### src/pkg/dpo_pkg.sv
package dpo_pkg;

  // object indices and sub-indices
  localparam logic [15:0] IDX_RESOLUTION  = 16'h2007;
  localparam logic [15:0] IDX_OPER_PARAM  = 16'h6000;
  localparam logic [15:0] IDX_PRESET      = 16'h6003;
  localparam logic [15:0] IDX_POSITION    = 16'h6004;
  localparam logic [15:0] IDX_FREE_STEP   = 16'h6005;
  localparam logic [15:0] IDX_CYCLIC      = 16'h6200;
  localparam logic [15:0] IDX_OPER_STATUS = 16'h6500;
  localparam logic [15:0] IDX_ACTIVE_STEP = 16'h6501;
  localparam logic [15:0] IDX_ALARMS      = 16'h6503;
  localparam logic [7:0]  SUB_COUNT       = 8'h00;
  localparam logic [7:0]  SUB_STEP        = 8'h01;
  localparam logic [7:0]  FREE_STEP_ENTRIES = 8'h01;

  // field layout of the operating parameter word
  localparam int          DIR_BIT        = 0;
  localparam logic [15:0] OPER_WR_MASK   = 16'hF001;

  // reset values
  localparam logic [7:0]  RESOLUTION_RST = 8'h01;
  localparam logic [15:0] OPER_RST       = 16'h0000;
  localparam logic [15:0] FREE_STEP_RST  = 16'h0064;
  localparam logic [15:0] CYCLIC_RST     = 16'h0000;
  localparam logic [31:0] PRESET_RST     = 32'h0000_0000;

  // step sizes in hundredths of a millimetre per resolution code
  localparam logic [15:0] STEP_CM        = 16'h03E8;
  localparam logic [15:0] STEP_MM        = 16'h0064;
  localparam logic [15:0] STEP_TENTH_MM  = 16'h000A;
  localparam logic [15:0] STEP_HUND_MM   = 16'h0001;
  localparam logic [15:0] STEP_INCH      = 16'h09EC;
  localparam logic [15:0] STEP_TENTH_IN  = 16'h00FE;

  typedef enum logic [2:0] {
    RES_CM       = 3'b000,
    RES_MM       = 3'b001,
    RES_TENTH_MM = 3'b010,
    RES_HUND_MM  = 3'b011,
    RES_INCH     = 3'b100,
    RES_TENTH_IN = 3'b101,
    RES_FREE     = 3'b110
  } dpo_res_t;

  localparam int ALARM_BITS = 5;

  // timing
  localparam int CLK_HZ        = 250_000_000;
  localparam int MS_PER_SEC    = 1000;
  localparam int CYCLES_PER_MS = CLK_HZ / MS_PER_SEC;

endpackage : dpo_pkg

### src/pkg/dpo_div_if.sv
`timescale 1ns/10ps
interface dpo_div_if;
  logic        start;
  logic [31:0] dividend;
  logic [15:0] divisor;
  logic        done;
  logic [31:0] quotient;
  logic        busy;

  modport req (output start, output dividend, output divisor, input done, input quotient, input busy);
  modport div (input start, input dividend, input divisor, output done, output quotient, output busy);
endinterface : dpo_div_if

### src/rtl/dpo_position_out.sv
`timescale 1ns/10ps
// Behaviour
// - resolution codes 0..6, default millimetre
// - free mode divides by stored step
// - operating bit 0 sets count direction
// - reserved operating bits; vendor bits 12-15
// - preset write forces output immediately
// - 32-bit objects least significant byte first
// - position object feeds the transmit object
// - step in sub-index 1, low half
// - nonzero timer sends every N ms
// - timer lost at restart, rewrite
// - start command begins cyclic sending
// - status word mirrors count direction
// - active step readable, upper half zero
// - alarm sticky until cleared and good
// - alarm byte 0 bit assignment
module dpo_position_out
  import dpo_pkg::*;
#(
  parameter int MS_CYCLES = CYCLES_PER_MS
) (
  input  wire logic        mclk_i,
  input  wire logic        resetn_i,
  // object access
  input  wire logic        obj_req_i,
  input  wire logic        obj_wr_i,
  input  wire logic [15:0] obj_index_i,
  input  wire logic [7:0]  obj_sub_i,
  input  wire logic [31:0] obj_wdata_i,
  output logic             obj_ack_o,
  output logic             obj_err_o,
  output logic [31:0]      obj_rdata_o,
  // network management
  input  wire logic        nmt_start_i,
  input  wire logic        nmt_stop_i,
  // raw distance in hundredths of a millimetre
  input  wire logic        meas_valid_i,
  input  wire logic [31:0] meas_dist_i,
  // malfunction conditions and acknowledge
  input  wire logic [ALARM_BITS-1:0] alarm_cond_i,
  input  wire logic        alarm_ack_i,
  // process data
  output logic             pdo_tx_o,
  output logic [31:0]      pdo_pos_o,
  output logic [31:0]      position_o
);

  dpo_div_if div_bus ();

  dpo_divider u_div (
    .mclk_i   (mclk_i),
    .resetn_i (resetn_i),
    .dv       (div_bus)
  );

  logic [7:0]  res_sel_reg;
  logic [15:0] oper_reg;
  logic [31:0] preset_reg;
  logic [15:0] free_step_reg;
  logic [15:0] cyclic_reg;
  logic [31:0] offset_reg;
  logic [31:0] scaled_reg;
  logic [31:0] pos_reg;
  logic [ALARM_BITS-1:0] alarm_reg;
  logic        obj_ack_reg;
  logic        obj_err_reg;
  logic [31:0] obj_rdata_reg;
  logic        oper_run_reg;
  logic [31:0] ms_cnt_reg;
  logic [15:0] period_cnt_reg;
  logic        pdo_tx_reg;
  logic [31:0] pdo_pos_reg;
  logic        ms_tick;
  logic [15:0] active_step;
  logic        wr;
  logic        rd;
  logic        wr_ok;
  logic [31:0] rd_val;
  logic        rd_hit;
  logic [31:0] pos_next;
  logic        count_down;
  logic        wr_res;
  logic        wr_oper;
  logic        wr_preset;
  logic        wr_step;
  logic        wr_cyclic;
  logic [31:0] scaled_now;
  logic        start_cmd;
  logic        cyclic_on;
  logic        period_due;
  logic        send_now;

  assign wr         = obj_req_i && obj_wr_i;
  assign rd         = obj_req_i && !obj_wr_i;
  assign count_down = oper_reg[DIR_BIT];

  // step of the selected resolution in hundredths of a millimetre
  always_comb begin
    unique case (res_sel_reg[2:0])
      RES_CM:       active_step = STEP_CM;
      RES_MM:       active_step = STEP_MM;
      RES_TENTH_MM: active_step = STEP_TENTH_MM;
      RES_HUND_MM:  active_step = STEP_HUND_MM;
      RES_INCH:     active_step = STEP_INCH;
      RES_TENTH_IN: active_step = STEP_TENTH_IN;
      default:      active_step = free_step_reg;
    endcase
  end

  // write acceptance: only writable objects with values in range
  always_comb begin
    wr_ok = 1'b0;
    unique case (obj_index_i)
      IDX_RESOLUTION: wr_ok = (obj_wdata_i[31:3] == 29'h0) && (obj_wdata_i[2:0] != 3'b111);
      IDX_OPER_PARAM: wr_ok = (obj_wdata_i[31:16] == 16'h0000);
      IDX_PRESET:     wr_ok = 1'b1;
      IDX_FREE_STEP:  wr_ok = (obj_sub_i == SUB_STEP) && (obj_wdata_i[31:16] == 16'h0000)
                              && (obj_wdata_i[15:0] != 16'h0000);
      IDX_CYCLIC:     wr_ok = (obj_wdata_i[31:16] == 16'h0000);
      default:        wr_ok = 1'b0;
    endcase
  end

  // read mux; bit i of the word is byte i/8, low byte first on the wire
  always_comb begin
    rd_val = 32'h0000_0000;
    rd_hit = 1'b1;
    unique case (obj_index_i)
      IDX_RESOLUTION:  rd_val = {24'h00_0000, res_sel_reg};
      IDX_OPER_PARAM:  rd_val = {16'h0000, oper_reg};
      IDX_PRESET:      rd_val = preset_reg;
      IDX_POSITION:    rd_val = pos_reg;
      IDX_FREE_STEP:   rd_val = (obj_sub_i == SUB_COUNT) ? {24'h00_0000, FREE_STEP_ENTRIES}
                                                         : {16'h0000, free_step_reg};
      IDX_CYCLIC:      rd_val = {16'h0000, cyclic_reg};
      IDX_OPER_STATUS: rd_val = {16'h0000, oper_reg};
      IDX_ACTIVE_STEP: rd_val = {16'h0000, active_step};
      IDX_ALARMS:      rd_val = {27'h000_0000, alarm_reg};
      default:         rd_hit = 1'b0;
    endcase
  end

  // object access answer, one cycle after the request
  always_ff @(posedge mclk_i or negedge resetn_i) begin
    if (!resetn_i) begin
      obj_ack_reg <= 1'b0;
      obj_err_reg <= 1'b0;
    end else begin
      obj_ack_reg <= obj_req_i;
      obj_err_reg <= (wr && !wr_ok) || (rd && !rd_hit);
    end
  end

  // read data holds until the next successful read
  always_ff @(posedge mclk_i or negedge resetn_i) begin
    if (!resetn_i) begin
      obj_rdata_reg <= 32'h0000_0000;
    end else if (rd && rd_hit) begin
      obj_rdata_reg <= rd_val;
    end
  end

  // write strobes, only for accepted values
  assign wr_res    = wr && wr_ok && (obj_index_i == IDX_RESOLUTION);
  assign wr_oper   = wr && wr_ok && (obj_index_i == IDX_OPER_PARAM);
  assign wr_preset = wr && wr_ok && (obj_index_i == IDX_PRESET);
  assign wr_step   = wr && wr_ok && (obj_index_i == IDX_FREE_STEP);
  assign wr_cyclic = wr && wr_ok && (obj_index_i == IDX_CYCLIC);

  // resolution selector
  always_ff @(posedge mclk_i or negedge resetn_i) begin
    if (!resetn_i) begin
      res_sel_reg <= RESOLUTION_RST;
    end else if (wr_res) begin
      res_sel_reg <= obj_wdata_i[7:0];
    end
  end

  // operating word; only direction and vendor bits are kept
  always_ff @(posedge mclk_i or negedge resetn_i) begin
    if (!resetn_i) begin
      oper_reg <= OPER_RST;
    end else if (wr_oper) begin
      oper_reg <= obj_wdata_i[15:0] & OPER_WR_MASK;
    end
  end

  // free measuring step
  always_ff @(posedge mclk_i or negedge resetn_i) begin
    if (!resetn_i) begin
      free_step_reg <= FREE_STEP_RST;
    end else if (wr_step) begin
      free_step_reg <= obj_wdata_i[15:0];
    end
  end

  // cyclic timer is volatile: back to zero at every reset
  always_ff @(posedge mclk_i or negedge resetn_i) begin
    if (!resetn_i) begin
      cyclic_reg <= CYCLIC_RST;
    end else if (wr_cyclic) begin
      cyclic_reg <= obj_wdata_i[15:0];
    end
  end

  // preset value as last written
  always_ff @(posedge mclk_i or negedge resetn_i) begin
    if (!resetn_i) begin
      preset_reg <= PRESET_RST;
    end else if (wr_preset) begin
      preset_reg <= obj_wdata_i;
    end
  end

  // scale each distance that arrives while the divider is idle by the active step
  assign div_bus.start    = meas_valid_i && !div_bus.busy;
  assign div_bus.dividend = meas_dist_i;
  assign div_bus.divisor  = active_step;

  always_ff @(posedge mclk_i or negedge resetn_i) begin
    if (!resetn_i) begin
      scaled_reg <= 32'h0000_0000;
    end else if (div_bus.done) begin
      scaled_reg <= div_bus.quotient;
    end
  end

  // a distance landing with a preset write must enter the offset
  assign scaled_now = div_bus.done ? div_bus.quotient : scaled_reg;

  // output position: offset plus or minus scaled distance
  always_comb begin
    if (div_bus.done) begin
      pos_next = count_down ? offset_reg - div_bus.quotient : offset_reg + div_bus.quotient;
    end else begin
      pos_next = count_down ? offset_reg - scaled_reg : offset_reg + scaled_reg;
    end
  end

  // offset chosen so the output equals the preset at the moment of writing
  always_ff @(posedge mclk_i or negedge resetn_i) begin
    if (!resetn_i) begin
      offset_reg <= 32'h0000_0000;
    end else if (wr_preset) begin
      offset_reg <= count_down ? obj_wdata_i + scaled_now : obj_wdata_i - scaled_now;
    end
  end

  // a direction change keeps the offset, so the output may jump; preset again after it
  always_ff @(posedge mclk_i or negedge resetn_i) begin
    if (!resetn_i) begin
      pos_reg <= 32'h0000_0000;
    end else if (wr_preset) begin
      pos_reg <= obj_wdata_i;
    end else begin
      pos_reg <= pos_next;
    end
  end

  assign position_o = pos_reg;

  // millisecond tick; restarted by the start command so the first period is whole
  always_ff @(posedge mclk_i or negedge resetn_i) begin
    if (!resetn_i) begin
      ms_cnt_reg <= 32'h0000_0000;
    end else if (ms_tick || (start_cmd && !oper_run_reg)) begin
      ms_cnt_reg <= 32'h0000_0000;
    end else begin
      ms_cnt_reg <= ms_cnt_reg + 32'h0000_0001;
    end
  end

  assign ms_tick = (ms_cnt_reg == 32'(MS_CYCLES - 1));

  // node state
  always_ff @(posedge mclk_i or negedge resetn_i) begin
    if (!resetn_i) begin
      oper_run_reg <= 1'b0;
    end else if (nmt_stop_i) begin
      oper_run_reg <= 1'b0;
    end else if (nmt_start_i) begin
      oper_run_reg <= 1'b1;
    end
  end

  // stop wins over start when both arrive together
  assign start_cmd = nmt_start_i && !nmt_stop_i;
  assign cyclic_on = (cyclic_reg != 16'h0000);

  // cyclic transmit period counter
  always_ff @(posedge mclk_i or negedge resetn_i) begin
    if (!resetn_i) begin
      period_cnt_reg <= 16'h0000;
    end else if (!oper_run_reg || !cyclic_on) begin
      period_cnt_reg <= 16'h0000;
    end else if (ms_tick) begin
      if (period_due) begin
        period_cnt_reg <= 16'h0000;
      end else begin
        period_cnt_reg <= period_cnt_reg + 16'h0001;
      end
    end
  end

  assign period_due = (period_cnt_reg >= cyclic_reg - 16'h0001);
  // first send on the start command, then once per elapsed period
  assign send_now   = (!oper_run_reg && start_cmd && cyclic_on)
                      || (oper_run_reg && cyclic_on && ms_tick && period_due);

  // send strobe and the position it carries
  always_ff @(posedge mclk_i or negedge resetn_i) begin
    if (!resetn_i) begin
      pdo_tx_reg  <= 1'b0;
      pdo_pos_reg <= 32'h0000_0000;
    end else begin
      pdo_tx_reg <= send_now;
      if (send_now) begin
        pdo_pos_reg <= pos_reg;
      end
    end
  end

  // sticky alarms; a live condition wins over the acknowledge
  generate
    for (genvar i = 0; i < ALARM_BITS; i++) begin : g_alarm
      always_ff @(posedge mclk_i or negedge resetn_i) begin
        if (!resetn_i) begin
          alarm_reg[i] <= 1'b0;
        end else if (alarm_cond_i[i]) begin
          alarm_reg[i] <= 1'b1;
        end else if (alarm_ack_i) begin
          alarm_reg[i] <= 1'b0;
        end
      end
    end
  endgenerate

  assign obj_ack_o   = obj_ack_reg;
  assign obj_err_o   = obj_err_reg;
  assign obj_rdata_o = obj_rdata_reg;
  assign pdo_tx_o    = pdo_tx_reg;
  assign pdo_pos_o   = pdo_pos_reg;

endmodule : dpo_position_out

### src/rtl/dpo_divider.sv
`timescale 1ns/10ps
// restoring divider, one quotient bit per clock
module dpo_divider (
  input  wire logic mclk_i,
  input  wire logic resetn_i,
  dpo_div_if.div    dv
);
  logic [31:0] quo_reg;
  logic [16:0] rem_reg;
  logic [15:0] dvs_reg;
  logic [5:0]  cnt_reg;
  logic        busy_reg;
  logic        done_reg;
  logic [16:0] trial;

  assign trial       = {rem_reg[15:0], quo_reg[31]} - {1'b0, dvs_reg};
  assign dv.quotient = quo_reg;
  assign dv.busy     = busy_reg;
  assign dv.done     = done_reg;

  always_ff @(posedge mclk_i or negedge resetn_i) begin
    if (!resetn_i) begin
      quo_reg  <= 32'h0000_0000;
      rem_reg  <= 17'h0_0000;
      dvs_reg  <= 16'h0000;
      cnt_reg  <= 6'h00;
      busy_reg <= 1'b0;
      done_reg <= 1'b0;
    end else begin
      done_reg <= 1'b0;
      if (!busy_reg && dv.start) begin
        quo_reg  <= dv.dividend;
        rem_reg  <= 17'h0_0000;
        dvs_reg  <= dv.divisor;
        cnt_reg  <= 6'h20;
        busy_reg <= 1'b1;
      end else if (busy_reg) begin
        if (!trial[16]) begin
          rem_reg <= trial;
          quo_reg <= {quo_reg[30:0], 1'b1};
        end else begin
          rem_reg <= {rem_reg[15:0], quo_reg[31]};
          quo_reg <= {quo_reg[30:0], 1'b0};
        end
        cnt_reg <= cnt_reg - 6'h01;
        if (cnt_reg == 6'h01) begin
          busy_reg <= 1'b0;
          done_reg <= 1'b1;
        end
      end
    end
  end
endmodule : dpo_divider

### config.mk
export PLATFORM = sky130hd
export DESIGN_NAME = dpo_position_out
export DESIGN_NICKNAME = d
export VERILOG_FILES = /design/src/pkg/dpo_pkg.sv /design/src/pkg/dpo_div_if.sv /design/src/rtl/dpo_position_out.sv /design/src/rtl/dpo_divider.sv
export SDC_FILE = /design/constraint.sdc
export NUM_CORES = 1
export LEC_CHECK = 0
export ABC_AREA = 0
export BUFFER_PORTS_ARGS = -buffer_cell sky130_fd_sc_hd__buf_2
export CAP_MARGIN = 40
export CELL_PAD_IN_SITES_DETAIL_PLACEMENT = 1
export CELL_PAD_IN_SITES_GLOBAL_PLACEMENT = 1
export CORE_MARGIN = 1.5
export CORE_UTILIZATION = 50
export CTS_CLUSTER_DIAMETER = 30
export CTS_CLUSTER_SIZE = 12
export DETAILED_ROUTE_END_ITERATION = 12
export GPL_ROUTABILITY_DRIVEN = 0
export PLACE_DENSITY_LB_ADDON = 0.1
export SKIP_CTS_REPAIR_TIMING = 1
export SLEW_MARGIN = 20
export SYNTH_ARGS = -nofsm -noshare
export SYNTH_HDL_FRONTEND = slang
export SYNTH_SLANG_ARGS = --single-unit
### constraint.sdc
create_clock -name mclk_i -period 8.17 [get_ports mclk_i]
set_input_delay 2.0425 -clock mclk_i [delete_from_list [all_inputs] [get_ports mclk_i]]
set_output_delay 2.0425 -clock mclk_i [all_outputs]
set_load 0.03 [all_outputs]
==> impl_metrics.json <==
{
  "status": "completed",
  "core-area_um2": 41950,
  "fp.dieH_um": 209.1,
  "min_period_over_period": 0.6864,
  "die_w_um": 209.1,
  "antenna_found_initial": 1,
  "cts-root-buf": "clkbuf_16",
  "htree_levels": 3,
  "ys_seq_area_frac": 0.4314,
  "antenna_cells": 0,
  "grt_usage": 0.3408,
  "final_cell_mix": "dfrtp_1, nand2_1, buf_2",
  "num_vias": 18930,
  "ys_async_sr_fraction": 1.000,
  "drv_cap": 0,
  "syn_avg_cell_area_um2": 9.437,
  "first_global_vias": 20740,
  "syn-instance-count": 2251,
  "synth-simple-area-share": 0.1574,
  "synth_compound_area_frac": 0.1592,
  "slew_violations": 0,
  "synthMuxAreaShare": 0.08287,
  "final-setup-viol-count": 0,
  "p_total_mw": 10.09,
  "setup.worst_path.start_class": "register",
  "drtAntennaViolNets": 0,
  "via_per_inst": 6.135,
  "p_leak_nw": 12.94,
  "critPathRequiredTime_ns": 8.67,
  "grt_max_degree": 156,
  "placed_area_um2": 22800,
  "yosysWarnings": 0,
  "fin_tns_setup_ns": 0,
  "clk_path_buf_depth": 3,
  "worstMarginPinSlew_ns": 1.057,
  "endpoint_kind": "register",
  "rr_worst_depth": 19,
  "clock_sinks": 366,
  "io_buffers": 199,
  "tritoncts": "done",
  "hold_depth": 2,
  "fin_area_um2": 26230,
  "clkSlewWorstSetupHoldPaths_ns": 0.04,
  "period_minus_slack_ns": 5.608,
  "path_max_fanout": 57,
  "drive_above_1_share": 0.1913,
  "layout_commonest_cell": "dfrtp_1",
  "cp_data_arrival_time_ns": 6.11,
  "io_pins": 200,
  "powerDensity_nw_per_um2": 384.9,
  "grt-ovfl-total": 0,
  "drc": 0,
  "area_growth_pct": 23.45,
  "fmax_mhz": 178.3,
  "synth_top_family_by_area": "compound AO/OA/AOI/OAI gates",
  "initial_core_util": 0.5064,
  "fin_nets": 2679,
  "rsz0062_at_grt": "false",
  "synth_xor_area_frac": 0.07192,
  "rows": 75,
  "path_class": "register to register",
  "synth_cell_types": 76,
  "synth-main-ff-cell": "dfrtp_1",
  "postRouteWirelength_um": 74110,
  "synth_fa_ha_area_frac": 0.06349,
  "post_drt_wl_per_cell_um": 24.02,
  "vdd_drop_max_mv": 0.2450,
  "drt_iter0_drc": 1427,
  "fp.dieArea_um2": 43730,
  "netlist_area_um2": 21240,
  "dp_hpwl_um": 48530,
  "relSlewSlack": 0.2953,
  "finClkSkew_ns": 0.02929,
  "hold_class": "register to register",
  "synth_edf_count": 0,
  "numCtsBuffers": 92,
  "grt_pass1_wl_um": 116200,
  "finalHoldViolations": 0,
  "dr.pass1.iters": 6,
  "synth-seq-cells": 366,
  "syn-num-nets": 2458,
  "clk-insertion-delay-late_ns": 0.64
}
==> power breakdown <==
group | internal, mW | switching, mW
clock network | 2.84 | 1.21
registers | 2.14 | 0.415
logic | 1.35 | 2.14
total | 6.34 | 3.76
==> metal layers <==
metal / track usage / wire [um]
met4: 0.1489 / 2958
met5: 0 / 13
met3: 0.07033 / 4175
met1: 0.4230 / 30820
met2: 0.5751 / 36150
==> through the flow <==
step | instances | util | worst slack, ns | hold WS [ns]
6_report | 3085 | 0.6252 | 2.562 | 0.4833
5_1_grt | 3085 | 0.6252 | 2.139 | 0.5023
4_1_cts | 3084 | 0.6248 | 2.564 | 0.4865
3_5_place_dp | 2916 | 0.5436 | 2.584 | 0.4670
3_3_place_gp | 2910 | 0.5410 | 2.599 | 0.4563
2_1_floorplan | 2251 | - | 2.645 | 0.4408
==> path summary, 6_finish.rpt <==
check,start,end,slack (ns)
worst max register to register,u_div.dv.done,offset_reg[30],2.56
worst min-delay path,offset_reg[10],offset_reg[10],0.48
worst min register to register,offset_reg[10],offset_reg[10],0.48
worst max-delay path,u_div.dv.done,offset_reg[30],2.56
min in group asynchronous,resetn_i,alarm_reg[2],1.42
max in group asynchronous,resetn_i,u_div.dv.done,5.21
==> cell usage after synthesis (6+ instances only) <==
cell / number / area [um^2]
mux2_1: 16 / 180.2
ha_1: 103 / 1289
mux2_4: 9 / 135.1
nand3_1: 48 / 240.2
o31ai_1: 11 / 82.58
a22o_1: 11 / 96.34
buf_1: 12 / 45.04
a211oi_1: 6 / 45.04
nor4_1: 30 / 187.7
dfrtp_1: 362 / 9059
a41oi_1: 11 / 96.34
and3_1: 33 / 206.5
inv_1: 84 / 315.3
nand2_1: 295 / 1107
nor3_1: 35 / 175.2
nor3b_1: 6 / 45.04
a21o_1: 54 / 405.4
nor2b_1: 15 / 93.84
clkbuf_1: 64 / 240.2
a31oi_1: 32 / 200.2
a22oi_1: 27 / 202.7
o21bai_1: 7 / 52.55
a21oi_1: 143 / 715.7
o21ai_0: 170 / 850.8
or3_1: 13 / 81.33
a222oi_1: 13 / 130.1
nand4_1: 17 / 106.4
nor2_1: 168 / 630.6
or2_2: 6 / 37.54
o211ai_1: 6 / 45.04
mux2_2: 67 / 754.5
buf_2: 14 / 70.07
and2_1: 15 / 93.84
mux2i_1: 69 / 690.7
o21a_1: 14 / 105.1
xnor2_1: 100 / 875.8
xor2_1: 70 / 613.1
nand2b_1: 24 / 150.1
==> worst max-delay path, stage by stage, from the launching register on <==
cell and delay (ns):
dfrtp_2 0.68, buf_4 0.61, nor3b_1 0.39, nand4_1 0.13, o21ai_0 0.14, and2_1 0.20
a21oi_1 0.09, xnor2_1 0.24, inv_1 0.07, ha_1 0.33, a21o_1 0.20, a21o_1 0.17
a2111oi_0 0.62, o31ai_1 0.20, a311oi_1 0.36, or3_1 0.21, o21ai_0 0.11, a221oi_1 0.35
mux2i_1 0.25, nand3_1 0.09
==> kinds of logic (layout without fill, tap and decap cells) <==
| group | Yosys count | in the layout |
|---|---|---|
| adder cells (fa/ha/maj) | 106 | 106 |
| AO/OA/AOI/OAI | 543 | 543 |
| multiplexers | 161 | 161 |
| XOR/XNOR | 172 | 172 |
| buffers and inverters | 179 | 474 |
| AND/OR/NAND/NOR | 724 | 724 |
| flip-flops | 366 | 366 |
==> area by class of cell <==
class	count	area, um^2
Clock buffer	115	2529
Sequential cell	366	9168
Clock inverter	53	878.3
Inverter	84	315.3
Tap cell	539	674.4
Timing Repair Buffer	222	1264
Fill cell	4665	15720
Multi-Input combinational cell	1706	11400
No activity file was read; power rests on OpenSTA's default activity.
